[src/sprm_defs.svh]
// Register offsets, field positions, reset values and memory size codes.
// Assumes an 8-bit register address space with registers at printed offsets.
`ifndef SPRM_DEFS_SVH
`define SPRM_DEFS_SVH
`define OFS_LATCH_CTRL 8'hdd
`define OFS_RELEASE_MASK 8'hde
`define OFS_NV_SIZE 8'hdf
`define OFS_STATE_VIEW 8'he0
`define OFS_IRQ_STATUS 8'he1
`define OFS_IRQ_MASK 8'he2
`define OFS_SETPOINT_CFG 8'he3
`define NUM_SETPOINTS 6
`define SP_FIELD_MSB 5
`define VIEW_FIELD_MSB 2
`define RST_LATCH 8'h00
`define RST_MASK 8'h3f
`define RST_SIZE 8'h00
`define RST_CFG 8'h00
`define RST_DRIVE_BIT 1'h0
`define RST_SIZE_ERR 1'h1
`define RST_IRQ_STATUS 8'h00
`define RST_IRQ_MASK 8'h00
`define RST_ACTIVE_PREV 6'h00
`define RST_RDATA 8'h00
`define SIZE_NONE 8'h00
`define SIZE_BAD2 8'h02
`define SIZE_BAD4 8'h04
`define IRQ_BIT_SIZE 0
`define IRQ_BIT_SIZE_ERR 1
`define IRQ_BIT_PANEL 2
`define IRQ_BIT_SP_RISE 3
`endif

[src/sprm_pkg.sv]
// Types shared by the setpoint relay mask register bank.
// Widths are fixed at 8 bits here; nothing is taken from sprm_defs.svh.
package sprm_pkg;
	typedef logic [7:0] reg8_t;
	typedef struct packed {
		logic wr;
		logic rd;
		logic [7:0] addr;
		logic [7:0] wdata;
	} bus_req_t;
	typedef struct packed {
		logic valid;
		logic [7:0] code;
	} size_report_t;
endpackage

[src/setpoint_relay_mask_regs.sv]
// Latch flags, relay release mask, memory size code and setpoint state view.
// Assumes setpoint activity and panel actions are synchronous to i_sys_clk.
//
// Summary of operation
// - Latch register bits 0..5 hold latched state of setpoints 1..6; bits 6,7 unused.
// - Latched setpoint stays latched until software writes zero to its bit.
// - Release mask bit is set whenever its de-energise setpoint is inactive.
// - While active and gated (cfg bit set), relay energised only when mask bit AND relay state is 1.
// - Clearing mask bit while a gated setpoint (cfg bit set) is active de-energises that relay.
// - When setpoint returns inactive, mask bit is set back to one.
// - Front-panel de-energise clears mask bit exactly as a register write.
// - Mask bits 0..5 map to relays 1..6; bits 6,7 don't care.
// - On memory re-initialisation the probed size code is stored read-only.
// - Size code zero means no memory reachable, an error.
// - Size codes two and four mean invalid memory type, errors.
// - Codes 1,8,16,32,64,128 report increasing supported capacities.
// - Read-only state view bits 0..2 show live status of setpoints 1..3.
//
// Strobed register access was decided locally.
`timescale 1ns/1ps
`include "sprm_defs.svh"
module setpoint_relay_mask_regs (
	input wire logic i_sys_clk,
	input wire logic i_sys_rst,
	input wire logic [7:0] i_addr,
	input wire logic [7:0] i_wdata,
	input wire logic i_wr,
	input wire logic i_rd,
	output logic [7:0] o_rdata,
	input wire logic [5:0] i_sp_active,
	input wire logic [5:0] i_sp_latch_event,
	input wire logic [5:0] i_relay_state,
	input wire logic [5:0] i_panel_release,
	input wire logic i_nv_reinit_done,
	input wire logic [7:0] i_nv_size_probe,
	output logic [5:0] o_relay_drive,
	output logic [5:0] o_sp_latched,
	output logic o_nv_size_error,
	output logic o_irq
);
	localparam sprm_pkg::reg8_t latch_init = `RST_LATCH;
	localparam sprm_pkg::reg8_t mask_init = `RST_MASK;
	sprm_pkg::bus_req_t req;
	sprm_pkg::size_report_t size_rep;
	logic [5:0] latch_bits;
	logic [5:0] mask_bits;
	logic [1:0] mask_spare_ff;
	logic [5:0] drive_bits;
	logic wr_latch;
	logic wr_mask;
	logic wr_cfg;
	logic wr_irq_stat;
	logic wr_irq_mask;
	sprm_pkg::reg8_t size_ff;
	sprm_pkg::reg8_t cfg_ff;
	sprm_pkg::reg8_t irq_stat_ff;
	sprm_pkg::reg8_t irq_mask_ff;
	sprm_pkg::reg8_t rdata_ff;
	sprm_pkg::reg8_t nxt_rdata;
	sprm_pkg::reg8_t irq_set;
	logic [5:0] sp_active_d_ff;
	logic size_err_ff;

	function automatic logic hit(input logic [7:0] a, input logic [7:0] ofs);
		hit = (a == ofs);
	endfunction

	function automatic logic size_is_error(input logic [7:0] c);
		unique case (c)
			8'h01, 8'h08, 8'h10, 8'h20, 8'h40, 8'h80: size_is_error = 1'h0;
			default: size_is_error = 1'h1;
		endcase
	endfunction

	assign req = '{wr: i_wr, rd: i_rd, addr: i_addr, wdata: i_wdata};
	assign size_rep = '{valid: i_nv_reinit_done, code: i_nv_size_probe};

	// One write enable per writable register; the read-only offsets have none
	assign wr_latch = req.wr && hit(req.addr, `OFS_LATCH_CTRL);
	assign wr_mask = req.wr && hit(req.addr, `OFS_RELEASE_MASK);
	assign wr_cfg = req.wr && hit(req.addr, `OFS_SETPOINT_CFG);
	assign wr_irq_stat = req.wr && hit(req.addr, `OFS_IRQ_STATUS);
	assign wr_irq_mask = req.wr && hit(req.addr, `OFS_IRQ_MASK);

	// Each setpoint owns one latch bit, one release mask bit and one relay drive bit
	for (genvar i = 0; i < `NUM_SETPOINTS; i++) begin : g_sp
		logic latch_ff;
		logic mask_ff;
		logic drive_ff;

		// A trip event latches the bit when its cfg bit is set, and wins over a written zero in the same cycle
		always_ff @(posedge i_sys_clk) begin
			if (i_sys_rst) begin
				latch_ff <= latch_init[i];
			end else if (i_sp_latch_event[i] && cfg_ff[i]) begin
				latch_ff <= 1'h1;
			end else if (wr_latch) begin
				latch_ff <= req.wdata[i];
			end
		end

		// Forced high while inactive, so a clear only sticks during an active setpoint
		always_ff @(posedge i_sys_clk) begin
			if (i_sys_rst) begin
				mask_ff <= mask_init[i];
			end else if (!i_sp_active[i]) begin
				mask_ff <= 1'h1;
			end else if (i_panel_release[i]) begin
				mask_ff <= 1'h0;
			end else if (wr_mask) begin
				mask_ff <= req.wdata[i];
			end
		end

		// The mask gates the relay only while a gated setpoint is active
		always_ff @(posedge i_sys_clk) begin
			if (i_sys_rst) begin
				drive_ff <= `RST_DRIVE_BIT;
			end else if (i_sp_active[i] && cfg_ff[i]) begin
				drive_ff <= mask_ff & i_relay_state[i];
			end else begin
				drive_ff <= i_relay_state[i];
			end
		end

		assign latch_bits[i] = latch_ff;
		assign mask_bits[i] = mask_ff;
		assign drive_bits[i] = drive_ff;
	end

	// Mask bits 7:6 map to no relay and are kept as plain storage
	always_ff @(posedge i_sys_clk) begin
		if (i_sys_rst) begin
			mask_spare_ff <= mask_init[7:6];
		end else if (wr_mask) begin
			mask_spare_ff <= req.wdata[7:6];
		end
	end

	// Setpoint configuration: bits 5:0 select latching and release gating, bits 7:6 read zero
	always_ff @(posedge i_sys_clk) begin
		if (i_sys_rst) begin
			cfg_ff <= `RST_CFG;
		end else if (wr_cfg) begin
			cfg_ff <= {2'h0, req.wdata[`SP_FIELD_MSB:0]};
		end
	end

	// Memory size capture, only from the re-initialisation report
	always_ff @(posedge i_sys_clk) begin
		if (i_sys_rst) begin
			size_ff <= `RST_SIZE;
			size_err_ff <= `RST_SIZE_ERR;
		end else if (size_rep.valid) begin
			size_ff <= size_rep.code;
			size_err_ff <= size_is_error(size_rep.code);
		end
	end

	always_ff @(posedge i_sys_clk) begin
		if (i_sys_rst) begin
			sp_active_d_ff <= `RST_ACTIVE_PREV;
		end else begin
			sp_active_d_ff <= i_sp_active;
		end
	end

	always_comb begin
		irq_set = 8'h00;
		irq_set[`IRQ_BIT_SIZE] = size_rep.valid;
		irq_set[`IRQ_BIT_SIZE_ERR] = size_rep.valid && size_is_error(size_rep.code);
		irq_set[`IRQ_BIT_PANEL] = |i_panel_release;
		irq_set[`IRQ_BIT_SP_RISE] = |(i_sp_active & ~sp_active_d_ff);
	end

	// Sticky status, write one to clear; a new event wins over the clear
	always_ff @(posedge i_sys_clk) begin
		if (i_sys_rst) begin
			irq_stat_ff <= `RST_IRQ_STATUS;
		end else if (wr_irq_stat) begin
			irq_stat_ff <= (irq_stat_ff & ~req.wdata) | irq_set;
		end else begin
			irq_stat_ff <= irq_stat_ff | irq_set;
		end
	end

	always_ff @(posedge i_sys_clk) begin
		if (i_sys_rst) begin
			irq_mask_ff <= `RST_IRQ_MASK;
		end else if (wr_irq_mask) begin
			irq_mask_ff <= {4'h0, req.wdata[3:0]};
		end
	end

	always_comb begin
		nxt_rdata = 8'h00;
		unique case (req.addr)
			`OFS_LATCH_CTRL: nxt_rdata = {2'h0, latch_bits};
			`OFS_RELEASE_MASK: nxt_rdata = {mask_spare_ff, mask_bits};
			`OFS_NV_SIZE: nxt_rdata = size_ff;
			`OFS_STATE_VIEW: nxt_rdata = {5'h00, i_sp_active[`VIEW_FIELD_MSB:0]};
			`OFS_IRQ_STATUS: nxt_rdata = irq_stat_ff;
			`OFS_IRQ_MASK: nxt_rdata = irq_mask_ff;
			`OFS_SETPOINT_CFG: nxt_rdata = cfg_ff;
			default: nxt_rdata = 8'h00;
		endcase
	end

	// Read data stands only in the cycle after the read strobe
	always_ff @(posedge i_sys_clk) begin
		if (i_sys_rst) begin
			rdata_ff <= `RST_RDATA;
		end else if (req.rd) begin
			rdata_ff <= nxt_rdata;
		end else begin
			rdata_ff <= 8'h00;
		end
	end

	assign o_rdata = rdata_ff;
	assign o_relay_drive = drive_bits;
	assign o_sp_latched = latch_bits;
	assign o_nv_size_error = size_err_ff;
	assign o_irq = |(irq_stat_ff & irq_mask_ff);
endmodule

[config.mk]
export PLATFORM = sky130hd
export DESIGN_NAME = setpoint_relay_mask_regs
export DESIGN_NICKNAME = d
export VERILOG_FILES = /design/src/sprm_pkg.sv /design/src/setpoint_relay_mask_regs.sv
export VERILOG_INCLUDE_DIRS = /design/src /design/src/src
export SDC_FILE = /design/constraint.sdc
export NUM_CORES = 1
export LEC_CHECK = 0
export ABC_CLOCK_PERIOD_IN_PS = 1200
export BUFFER_PORTS_ARGS = -buffer_cell sky130_fd_sc_hd__buf_2
export CAP_MARGIN = 0
export CORE_MARGIN = 2
export CORE_UTILIZATION = 47
export DETAILED_ROUTE_END_ITERATION = 7
export GPL_ROUTABILITY_DRIVEN = 0
export GPL_TIMING_DRIVEN = 1
export PLACE_DENSITY = 0.74
export SETUP_SLACK_MARGIN = 0.1
export SLEW_MARGIN = 10
export SYNTH_ARGS = -nofsm -noshare
export SYNTH_HDL_FRONTEND = slang
export SYNTH_SLANG_ARGS = --single-unit
export TNS_END_PERCENT = 100
[constraint.sdc]
create_clock -name i_sys_clk -period 1.2 [get_ports i_sys_clk]
set_input_delay 0.12 -clock i_sys_clk [delete_from_list [all_inputs] [get_ports i_sys_clk]]
set_output_delay 0.12 -clock i_sys_clk [all_outputs]
set_load 0.005 [all_outputs]
== Word level (Yosys, flattened, before mapping) ==
Cells that the tools add are included.
W data, S select, Z words.

* Input bits: 53
* Register bits after elaboration: 61
* Output and inout port bits: 22

* Eq/ne operators: 13
* Reductions and logical operators: 41
* Muxes and demuxes: 33
* Bitwise operators: 20

{| class="wikitable"
|+ Operators by type and width
! operator !! count
|-
| $eq A8 B8 Y1 const B || 8
|-
| $pmux W8 S7 || 1
|-
| $mux W1 || 31
|-
| $reduce_bool A2 Y1 || 12
|-
| $logic_and A1 B1 Y1 || 18
|-
| $reduce_or A6 Y1 || 3
|-
| $or A8 B4 Y8 || 2
|-
| $reduce_or A2 Y1 || 7
|-
| $and A8 B4 Y8 || 1
|-
| $and A8 B8 Y8 || 1
|-
| $eq A8 B1 Y1 const B || 1
|-
| $eq A8 B4 Y1 const B || 1
|-
| $eq A8 B5 Y1 const B || 1
|-
| $eq A8 B6 Y1 const B || 1
|-
| $eq A8 B7 Y1 const B || 1
|-
| $mux W8 || 1
|-
| $not A8 Y8 || 1
|-
| $reduce_or A8 Y1 || 1
|-
| $not A1 Y1 || 7
|-
| $and A1 B1 Y1 || 6
|-
| $and A6 B6 Y6 || 1
|-
| $not A6 Y6 || 1
|}

== Depth between registers and ports, before layout ==
Gate-level depths: netlist of the first run.

* Depth after elaboration: 6
* Depth in mapped cells: 7
* Depth with buffers taken out: 4

== Least setup slack after synthesis of the first run ==
OpenSTA, ideal clock, no wires.

* Path kind: input -> register
* From: input port i_addr[1]
* To: register g_sp[2].mask_ff
* Setup slack: -93 ps
* Stages: 6
* Library setup time: 124 ps
* Buffers on the path: 2
* Data arrival time: 1169 ps
* Cells stage by stage: buf_2 nor2b_1 clkbuf_1 nand4_2 mux2i_1 o21ai_0

* Longest elaborated chain between the ends: 3

{| class="wikitable"
|+ RTL lines
! element !! line !! source
|-
| start, declared || setpoint_relay_mask_regs.sv:25 || <nowiki>input wire logic [7:0] i_addr,</nowiki>
|-
| $eq A8 B8 Y1 || setpoint_relay_mask_regs.sv:65 || <nowiki>hit = (a == ofs);</nowiki>
|-
| $logic_and A1 B1 Y1 || setpoint_relay_mask_regs.sv:80 || <nowiki>assign wr_mask = req.wr && hit(req.addr, `OFS_RELEASE_MASK);</nowiki>
|-
| $reduce_bool A2 Y1 (no source line) || n/a ||
|-
| end signal, assigned || setpoint_relay_mask_regs.sv:105 || <nowiki>mask_ff <= mask_init[i];</nowiki>
|-
| end signal, assigned || setpoint_relay_mask_regs.sv:111 || <nowiki>mask_ff <= req.wdata[i];</nowiki>
|-
| end, declared || setpoint_relay_mask_regs.sv:88 || <nowiki>logic mask_ff;</nowiki>
|}

No other way between the ends.
A chain may end at the register's enable or synchronous reset.

== Worst setup path in the final report of the first run ==
* From: register irq_mask_ff[2]
* To: output port o_irq

* Longest elaborated chain between the ends: 2

{| class="wikitable"
|+ RTL lines
! element !! line !! source
|-
| start, declared || setpoint_relay_mask_regs.sv:57 || <nowiki>sprm_pkg::reg8_t irq_mask_ff;</nowiki>
|-
| start signal, assigned || setpoint_relay_mask_regs.sv:189 || <nowiki>irq_mask_ff <= `RST_IRQ_MASK;</nowiki>
|-
| start signal, assigned || setpoint_relay_mask_regs.sv:191 || <nowiki>irq_mask_ff <= {4'h0, req.wdata[3:0]};</nowiki>
|-
| $and A8 B4 Y8 || setpoint_relay_mask_regs.sv:224 || <nowiki>assign o_irq = |(irq_stat_ff & irq_mask_ff);</nowiki>
|-
| $reduce_or A8 Y1 || setpoint_relay_mask_regs.sv:224 ||
|-
| end, declared || setpoint_relay_mask_regs.sv:39 || <nowiki>output logic o_irq</nowiki>
|}

No other way between the ends.

==> reports/metrics.yaml, run 1 <==
skew_ps: 8.18
hp-class: "primary input to register"
clkPwrFrac_pct: 43.8
die_h_um: 82.2
synth-async-reset-ratio_pct: 0
cts_tree: "done"
yosysTopAreaCell: "dfxtp_1"
postRouteAntennaNets: 0
critPathKind: "register to output pin"
syn-num-nets: 376
irDropWorstVdd_v: 0.000925
drv_cap: 0
start_kind: "register"
swShare_pct: 23.6
core_area_sq_mm: 0.00592
dp_hpwl_um: 6110
grt_max_degree: 23
port_buffers: 74
grt_usage_pct: 26.5
route.met3.wl_um: 589
critPathMaxFanout: 2
synth_common_cells: "dfxtp_1, mux2i_1, nor2_1, inv_1, o21ai_0"
end_kind: "output pin"
clock-root-buffer: "clkbuf_8"
period_needed_ps: 1180
rsz0062_at_grt: "yes"
synth-edff-count: 0
drive_above_1_share_pct: 37.2
power_mw: 4.74
synthFlopType: "dfxtp_1"
start_util_pct: 48.6
pwr-share-seq_pct: 44.8
vias: 2829
tightest_slew_ps: 369
top_layer_used: "met4"
worstPathRequired_ps: 1080
post-route-cell-area_sq_mm: 0.00404
fillCellCount: 468
relSlewSlack_pct: 75.3
clock_latency_ps: 350
wl_met2_um: 4230
viasPerCell: 5.51
clock-sinks: 61
wl_per_cell_um: 16.9
slew_viol_final: 0
hold_violations: 0
finalSetupViolations: 0
power.switching_mw: 1.12
layout.nets: 486
fmax_ghz: 0.845
p_int_mw: 3.62
diodes: 0
p_leak_nw: 1.86
yosysUniqueCellTypes: 46
die_area_sq_mm: 0.00676
drc: 0
netlist.area_leader.share_pct: 42.5
dr.pass1.iters: 5
cp.arrival_ps: 1060
wl_um: 8650
grt_pass1_wl_um: 13000
cts_buffers: 9
period_share_pct: 98.7
grt_pass1_vias: 2694
synth_most_common_cell: "dfxtp_1"
ys_top_cells_by_area: "dfxtp_1, mux2i_1, nor2_1, buf_4, o21ai_0"
power_density_mw_per_mm2: 1180
htree_levels: 3
p_comb_share_pct: 11.4
seq_area_frac_synth_pct: 42.5
synth_area_sq_mm: 0.00288
cts_buffer_depth: 2
syn_area_per_cell_sq_um: 8.90
drt-met1-wl_um: 3660
die_w_um: 82.2
drtIter0Drc: 227
antenna_found_initial: 0
syn_inst: 323
grt-ovfl-total: 0
ys_warn_count: 0
path_clk_slew_ps: 70
outcome: "finished clean"
synth-seq-cells: 61
postPlaceCellArea_sq_mm: 0.00349
ioPinCount: 75
num_rows: 28
syn_to_final_growth_pct: 40.3
==> state kept, by name, indices dropped and copies added (netlist names) <==
name             count
cfg_ff               6
g_sp.drive_ff        6
g_sp.latch_ff        6
g_sp.mask_ff         6
irq_mask_ff          4
irq_stat_ff          8
mask_spare_ff        2
o_nv_size_error      1
o_rdata              8
size_ff              8
sp_active_d_ff       6
==> worst max-delay path, stage by stage, from the launching register on <==
cell and delay [ps]:
dfxtp_2 330, a22oi_2 160, nand2_1 90, buf_2 130
==> layout make-up <==
| type | count | area, sq um | area share (%) |
|---|---|---|---|
| clock buffers | 12 | 155 | 3.84 |
| well taps | 75 | 93.8 | 2.33 |
| flip-flops and latches | 61 | 1230 | 30.4 |
| repair buffers | 131 | 870 | 21.6 |
| clock inverters | 4 | 70.1 | 1.74 |
| inverters | 18 | 67.6 | 1.67 |
| multi-input cells | 212 | 1550 | 38.5 |
==> cell usage in the layout (no fill, tap or decap), types with 2 or more instances in the layout <==
| cell type | instances |
|---|---|
| nor3_1 | 8 |
| buf_8 | 2 |
| nor2b_1 | 3 |
| o21ai_1 | 9 |
| nand3_1 | 6 |
| nor2_1 | 31 |
| nand2b_1 | 4 |
| a31oi_1 | 5 |
| bufinv_16 | 2 |
| nor3b_1 | 2 |
| clkinv_2 | 2 |
| buf_4 | 43 |
| inv_1 | 18 |
| or4_1 | 2 |
| o21ai_0 | 11 |
| nand4_1 | 6 |
| a22oi_2 | 2 |
| dfxtp_1 | 57 |
| mux2i_2 | 3 |
| a311oi_1 | 5 |
| a21oi_1 | 16 |
| nand2_1 | 16 |
| nand4b_1 | 3 |
| dfxtp_2 | 4 |
| a41oi_2 | 2 |
| nor4_4 | 2 |
| nor3_2 | 3 |
| nor4b_4 | 3 |
| nor4b_1 | 4 |
| and3_1 | 4 |
| and4_1 | 2 |
| o22ai_1 | 5 |
| clkbuf_8 | 11 |
| dlygate4sd3_1 | 12 |
| nand4_4 | 2 |
| buf_2 | 72 |
| mux2i_1 | 34 |
==> logic make-up after synthesis <==
| group | share of synthesized area, % |
|---|---|
| AO/OA/AOI/OAI | 13.3 |
| XOR/XNOR | 0.305 |
| multiplexers | 13.3 |
| buffers and inverters | 8.66 |
| flip-flops | 42.5 |
| AND/OR/NAND/NOR | 22.0 |
==> power by group through the flow <==
stage	Combinational (mW)	Clock [mW]	Sequential, mW
after floorplan	0.241	0	2.15
after global placement	0.453	0	2.16
after detailed placement	0.465	0	2.16
after CTS	0.499	2.09	2.12
after global routing	0.583	2.20	2.13
final	0.539	2.08	2.12
==> timing repair <==
| item | CTS | global route |
|---|---|---|
| endpoints found under the setup margin | 8 | 12 |
| hold buffers | 12 | 0 |
| gates resized for setup | 6 | 29 |
| cloned | 0 | 1 |
| hold endpoints to repair | 11 | 0 |
| pin swaps | 3 | 11 |
| buffers inserted | 2 | 2 |
==> worst paths after layout <==
path / from / end / slack [ps] / depth (start not counted)
min reg2reg: irq_stat_ff[7]$_SDFFE_PP0P_ / irq_stat_ff[7]$_SDFFE_PP0P_ / 460 / 2
min: i_sp_latch_event[0] / g_sp[0].latch_ff$_SDFFE_PP0P_ / 7 / 3
max reg2reg: irq_mask_ff[3]$_SDFFE_PP0P_ / o_rdata[3]$_SDFF_PP0_ / 90 / 5
max: irq_mask_ff[2]$_SDFFE_PP0P_ / o_irq / 20 / 3
==> metrics by stage <==
stage	utilization [%]	TNS, ps	hold WS, ps	setup slack (ps)	cells
floorplan	-	-349	200	-43.7	323
global placement	59.0	-5480	310	-256	480
detailed placement	59.0	-6790	315	-301	480
CTS	65.3	0	3.76	5.97	510
global route	68.2	-38.3	0.00405	-38.3	513
finish	68.2	0	6.95	16.1	513
==> layer usage <==
layer,vias up,track usage [%]
met5,-,0
met4,0,10.5
met3,13,7.07
met2,119,44.0
met1,1323,32.6
li1,1374,-
Note: power is estimated with default switching activity, not from simulation.
==> inputs of run 2 (changes only) <==
--- a/config.mk
+++ b/config.mk
@@ -15,6 +15,7 @@
 export GPL_ROUTABILITY_DRIVEN = 0
 export GPL_TIMING_DRIVEN = 1
 export PLACE_DENSITY = 0.74
+export REMOVE_ABC_BUFFERS = 1
 export SETUP_SLACK_MARGIN = 0.1
 export SLEW_MARGIN = 10
 export SYNTH_ARGS = -nofsm -noshare
==> run 2 against run 1 <==
Effect of this change:
- the flow now finishes with violations (negative setup slack)
- clock-buffer cell count decreased by 1
- register-to-register slack about the same
- cell count increased by 1.8%
- critical endpoint unchanged
- via count increased by 1.8%
- highest routed layer unchanged
- sequential share of layout area decreased by 0.46 points
- first-iteration DRC count decreased by 12%
==> reports/metrics.yaml, run 2 (synthesis gave the netlist of run 1 again) <==
end_kind: "output pin"
clock-sinks: 61  # unchanged
grt_pass1_vias: 2766  # +2.7%
dp_cells: 487  # +1.5%
drc: 0  # unchanged
stdcell_count: 522  # +1.8%
holdWs_ps: 4.07  # -2.88 ps
period_share_pct: 101  # +2.5 points
path_clk_slew_ps: 70  # about the same
cts_buffer_depth: 2  # unchanged
rsz0062_at_grt: "yes"
layout.nets: 495  # +1.9%
crit_buf_inv: 1  # unchanged
power_mw: 4.68  # -1.4%
start_util_pct: 48.6  # unchanged
critPathMaxFanout: 2  # unchanged
grt-ovfl-total: 0  # unchanged
power_density_mw_per_mm2: 1140  # -2.9%
cp.arrival_ps: 1090  # +30 ps
die_h_um: 82.2  # unchanged
core_area_sq_mm: 0.00592  # unchanged
finalSetupViolations: 1  # +1
postPlaceCellArea_sq_mm: 0.00354  # +1.2%
setup_slack_ps: -14.2  # -30.3 ps
grt_max_degree: 21  # -8.7%
wl_um: 8580  # -0.87%
die_w_um: 82.2  # unchanged
relSlewSlack_pct: 67.9  # -7.5 points
slew_viol_final: 0  # unchanged
grt_pass1_wl_um: 13200  # +0.95%
outcome: "complete, but fails checks"
grt_usage_pct: 26.1  # -0.36 points
period_needed_ps: 1210  # +30.3 ps
hold_violations: 0  # unchanged
diodes: 0  # unchanged
cpLargestDelayFamily: "flip-flops"
crit_slowest_cell: "dfxtp_2"
tightest_slew_ps: 482  # +114 ps
clock_latency_ps: 350  # about the same
start_kind: "register"
final_common_cell: "buf_2"
fmax_ghz: 0.824  # -2.5%
htree_levels: 3  # unchanged
irDropWorstVdd_v: 0.000871  # -5.8%
viasPerCell: 5.52  # about the same
drv_cap: 0  # unchanged
cts_tree: "done"
drive_above_1_share_pct: 37.6  # +0.37 points
p_leak_nw: 1.91  # +2.5%
hp-class: "primary input to register"
skew_ps: 5.47  # -2.72 ps
port_buffers: 74  # unchanged
die_area_sq_mm: 0.00676  # unchanged
final_cell_mix: "buf_2, dfxtp_1, buf_4"
dr.pass1.iters: 4  # -1
clock-root-buffer: "clkbuf_8"
worstPathRequired_ps: 1080  # about the same
critPathMaxStageDelay_ps: 340  # about the same
post-route-cell-area_sq_mm: 0.00410  # +1.6%
fillCellCount: 447  # -4.5%
vias: 2880  # +1.8%
num_rows: 28  # unchanged
dp_hpwl_um: 5950  # -2.7%
wl_per_cell_um: 16.4  # -2.6%
violations: "negative setup slack"
antenna_found_initial: 0  # unchanged
ioPinCount: 75  # unchanged
syn_to_final_growth_pct: 42.5
cp_cell_sequence: "a22oi_2, nand2_1, buf_2"
cts_buffers: 9  # unchanged
drtIter0Drc: 200  # -12%
critPathKind: "register to output pin"
postRouteAntennaNets: 0  # unchanged
-- run 2: changes by cell type in the layout (fill, tap and decap cells not counted), moves of 2 or more --
cell / previous run / this run
dlygate4sd3_1: 12 / 15
buf_2: 72 / 70
buf_6: 1 / 8
buf_12: 0 / 2
nand4_2: 0 / 2
buf_4: 43 / 45
clkbuf_8: 11 / 9
buf_8: 2 / 0
nand4_4: 2 / 0
-- run 2: area by class of cell --
class / instances / area [sq um] / share of cell area (%)
inverter: 18 / 67.6 / 1.65
multi-input combinational: 212 / 1540 / 37.5
timing repair buffer: 140 / 968 / 23.6
tap: 75 / 93.8 / 2.29
clock buffer: 11 / 131 / 3.21
clock inverter: 5 / 75.1 / 1.83
sequential: 61 / 1230 / 29.9
-- run 2: timing repair --
action	4_1_cts	5_1_grt
pin swaps	6	13
resized for setup	14	30
hold buffers	15	0
setup endpoints to repair	10	15
hold endpoints to repair	14	0
setup buffers	3	1
-- run 2: final timing paths --
kind,to,depth (start not counted),slack [ps],from
setup / recovery,o_irq,3,-10,irq_stat_ff[2]$_SDFF_PP0_
hold / removal,g_sp[3].latch_ff$_SDFFE_PP0P_,3,4,i_sp_latch_event[3]
setup reg to reg,o_rdata[2]$_SDFF_PP0_,5,80,irq_stat_ff[2]$_SDFF_PP0_
hold reg to reg,irq_stat_ff[5]$_SDFFE_PP0P_,2,460,irq_stat_ff[5]$_SDFFE_PP0P_
-- run 2: per-layer routing --
| layer | vias up | track usage [%] | share of wire (%) | wire, um |
|---|---|---|---|---|
| met5 | - | 0 | 0 | 0 |
| met4 | 0 | 12.5 | 2.0 | 174 |
| met3 | 17 | 5.33 | 5.1 | 439 |
| met2 | 97 | 43.2 | 49 | 4190 |
| met1 | 1373 | 32.4 | 44 | 3770 |
| li1 | 1393 | - | - | - |
-- run 2: metrics by stage --
stage	setup TNS (ps)	util (%)	setup WS (ps)
6_report	-14.2	69.2	-14.2
5_1_grt	-133	69.2	-65.6
4_1_cts	0	67.1	3.68
3_5_place_dp	-7180	59.7	-306
3_3_place_gp	-6850	59.7	-258
2_1_floorplan	-1100	-	-95.0
-- run 2: power by group --
group          internal (mW)  switching, mW  leakage, nW
combinational          0.283          0.285         1.30
clock                   1.16          0.826        0.107
sequential              2.08         0.0370        0.501
-- run 2: tightest hold or removal path, cell delays in order --
cell	delay, ps
buf_2	100
nand2_1	50
a21oi_1	50
==> inputs of run 3 (changes only) <==
--- a/config.mk
+++ b/config.mk
@@ -6,7 +6,7 @@
 export SDC_FILE = /design/constraint.sdc
 export NUM_CORES = 1
 export LEC_CHECK = 0
-export ABC_CLOCK_PERIOD_IN_PS = 1200
+export ABC_CLOCK_PERIOD_IN_PS = 1000
 export BUFFER_PORTS_ARGS = -buffer_cell sky130_fd_sc_hd__buf_2
 export CAP_MARGIN = 0
 export CORE_MARGIN = 2
==> constraint.sdc (replaced) <==
create_clock -name i_sys_clk -period 1 [get_ports i_sys_clk]
set_input_delay 0.1 -clock i_sys_clk [delete_from_list [all_inputs] [get_ports i_sys_clk]]
set_output_delay 0.1 -clock i_sys_clk [all_outputs]
set_load 0.005 [all_outputs]
==> run 3 against run 2 <==
Effect of this change:
- the flow still finishes with violations (negative setup slack)
- sequential power is 20% higher
- final area is 8.2% higher
- sequential share of layout area is 2.0 points lower
- first-iteration DRC count is 18% higher
- cell count is 3.4% higher
- critical path depth is 1 higher
- combinational power is 34% higher
- core utilization is 5.7 points higher
- setup slack worse by 160 ps
- total power is 13% higher
- critical path type unchanged
- largest cell class unchanged
- highest routed layer unchanged
==> reports/metrics.yaml, run 3 (synthesis gave the netlist of run 1 again) <==
cts_buffer_depth: 2  # unchanged
period_share_pct: 118
postRouteAntennaNets: 0  # unchanged
cts_buffers: 9  # unchanged
power_mw: 5.30  # +13%
power_density_mw_per_mm2: 1190  # +4.7%
drv_cap: 0  # unchanged
relSlewSlack_pct: 74.0  # +6.1 points
die_w_um: 82.2  # unchanged
post-route-cell-area_sq_mm: 0.00444  # +8.2%
violations: "negative setup slack"
worstRegToRegCells: 4  # -1
num_rows: 28  # unchanged
viasPerCell: 5.57  # +1.0%
grt_usage_pct: 27.9  # +1.7 points
rsz0062_at_grt: "yes"
fmax_ghz: 0.849
dp_hpwl_um: 6160  # +3.7%
htree_levels: 3  # unchanged
layout.nets: 514  # +3.8%
core_area_sq_mm: 0.00592  # unchanged
wl_um: 9380  # +9.4%
end_kind: "output pin"
postPlaceCellArea_sq_mm: 0.00360  # +1.9%
grt_max_degree: 27  # +29%
slew_viol_final: 0  # unchanged
die_h_um: 82.2  # unchanged
critPathMaxFanout: 2  # unchanged
antenna_found_initial: 0  # unchanged
hp-class: "primary input to register"
irDropWorstVdd_v: 0.00103  # +18%
clock-root-buffer: "clkbuf_8"
dp_cells: 496  # +1.8%
dr.pass1.iters: 4  # unchanged
drc: 0  # unchanged
clock-sinks: 61  # unchanged
drtIter0Drc: 235  # +18%
worstPathRequired_ps: 900  # -180 ps
path_clk_slew_ps: 60  # about the same
die_area_sq_mm: 0.00676  # unchanged
setup_slack_ps: -178  # -163 ps
hold-path-cell-count: 2  # -1
start_util_pct: 48.6  # unchanged
hold_violations: 0  # unchanged
tightest_slew_ps: 388  # -94.4 ps
grt_pass1_vias: 2851  # +3.1%
stdcell_count: 540  # +3.4%
p_leak_nw: 2.01  # +5.0%
final_cell_mix: "buf_2, dfxtp_1, buf_4"
outcome: "complete, but fails checks"
period_needed_ps: 1180
holdWs_ps: 16.2  # +12.1 ps
diodes: 0  # unchanged
grt-ovfl-total: 0  # unchanged
cp.arrival_ps: 1080  # about the same
finalSetupViolations: 21  # +20
ioPinCount: 75  # unchanged
port_buffers: 74  # unchanged
vias: 3010  # +4.5%
cts_tree: "done"
critPathKind: "register to output pin"
clock_latency_ps: 340  # about the same
final_common_cell: "buf_2"
skew_ps: 7.33  # +1.87 ps
wl_per_cell_um: 17.4  # +5.8%
grt_pass1_wl_um: 14000  # +6.3%
start_kind: "register"
place_ws_ps: -504  # -198 ps
drive_above_1_share_pct: 44.5  # +6.9 points
syn_to_final_growth_pct: 54.3
==> run 3: cell types whose count changed in the layout (fill, tap and decap cells not counted), moves of 3 or more <==
cell and change:
buf_2 -9, dlygate4sd3_1 +6, a21oi_1 -5, clkbuf_8 +3, dfxtp_1 -11, buf_6 +18
dfxtp_2 +11, o21ai_0 -3, a21oi_2 +5
==> run 3: area by class of cell <==
class / instances / area [sq um]
inverter: 18 / 67.6
fill: 400 / 1490
sequential: 61 / 1240
clock buffer: 14 / 173
clock inverter: 1 / 5.00
multi-input combinational: 212 / 1610
timing repair buffer: 159 / 1240
tap: 75 / 93.8
==> run 3: stage by stage <==
stage	util [%]	setup TNS [ps]
floorplan	-	-7040
global placement	60.9	-14030
detailed placement	60.9	-14490
CTS	71.4	-601
global route	74.9	-2190
finish	74.9	-1410
==> run 3: critical path, stage by stage, from the launching register on <==
cell and delay [ps]:
dfxtp_2 330, buf_6 110, a22oi_2 110, nand2_1 70, buf_2 130
==> run 3: path summary, 6_finish.rpt <==
kind,start,endpoint,slack (ps)
setup / recovery,irq_stat_ff[0]$_SDFF_PP0_,o_irq,-180
hold / removal,i_sp_active[1],g_sp[1].drive_ff$_SDFF_PP0_,20
setup reg to reg,irq_stat_ff[2]$_SDFF_PP0_,o_rdata[2]$_SDFF_PP0_,-40
hold reg to reg,irq_stat_ff[7]$_SDFFE_PP0P_,irq_stat_ff[7]$_SDFFE_PP0P_,480
==> run 3: metal layers <==
metal  up-vias  share of wire (%)  global-route usage (%)
li1       1428                  -                       -
met1      1441                 42                    34.4
met2       121                 50                    47.0
met3        20                5.4                    7.28
met4         0                2.7                    9.33
met5         -                  0                       0
==> run 3: power by group <==
group	switching, mW	internal [mW]	total [mW]
sequential	0.0477	2.50	2.55
clock	0.900	1.09	1.99
combinational	0.373	0.388	0.761
==> run 3: repair_timing <==
| item | 4_1_cts | 5_1_grt |
|---|---|---|
| hold endpoints to repair | 19 | 0 |
| setup buffers | 5 | 3 |
| hold buffers | 21 | 0 |
| setup endpoints to repair | 43 | 54 |
| pin swaps | 17 | 26 |
| resized for setup | 57 | 43 |
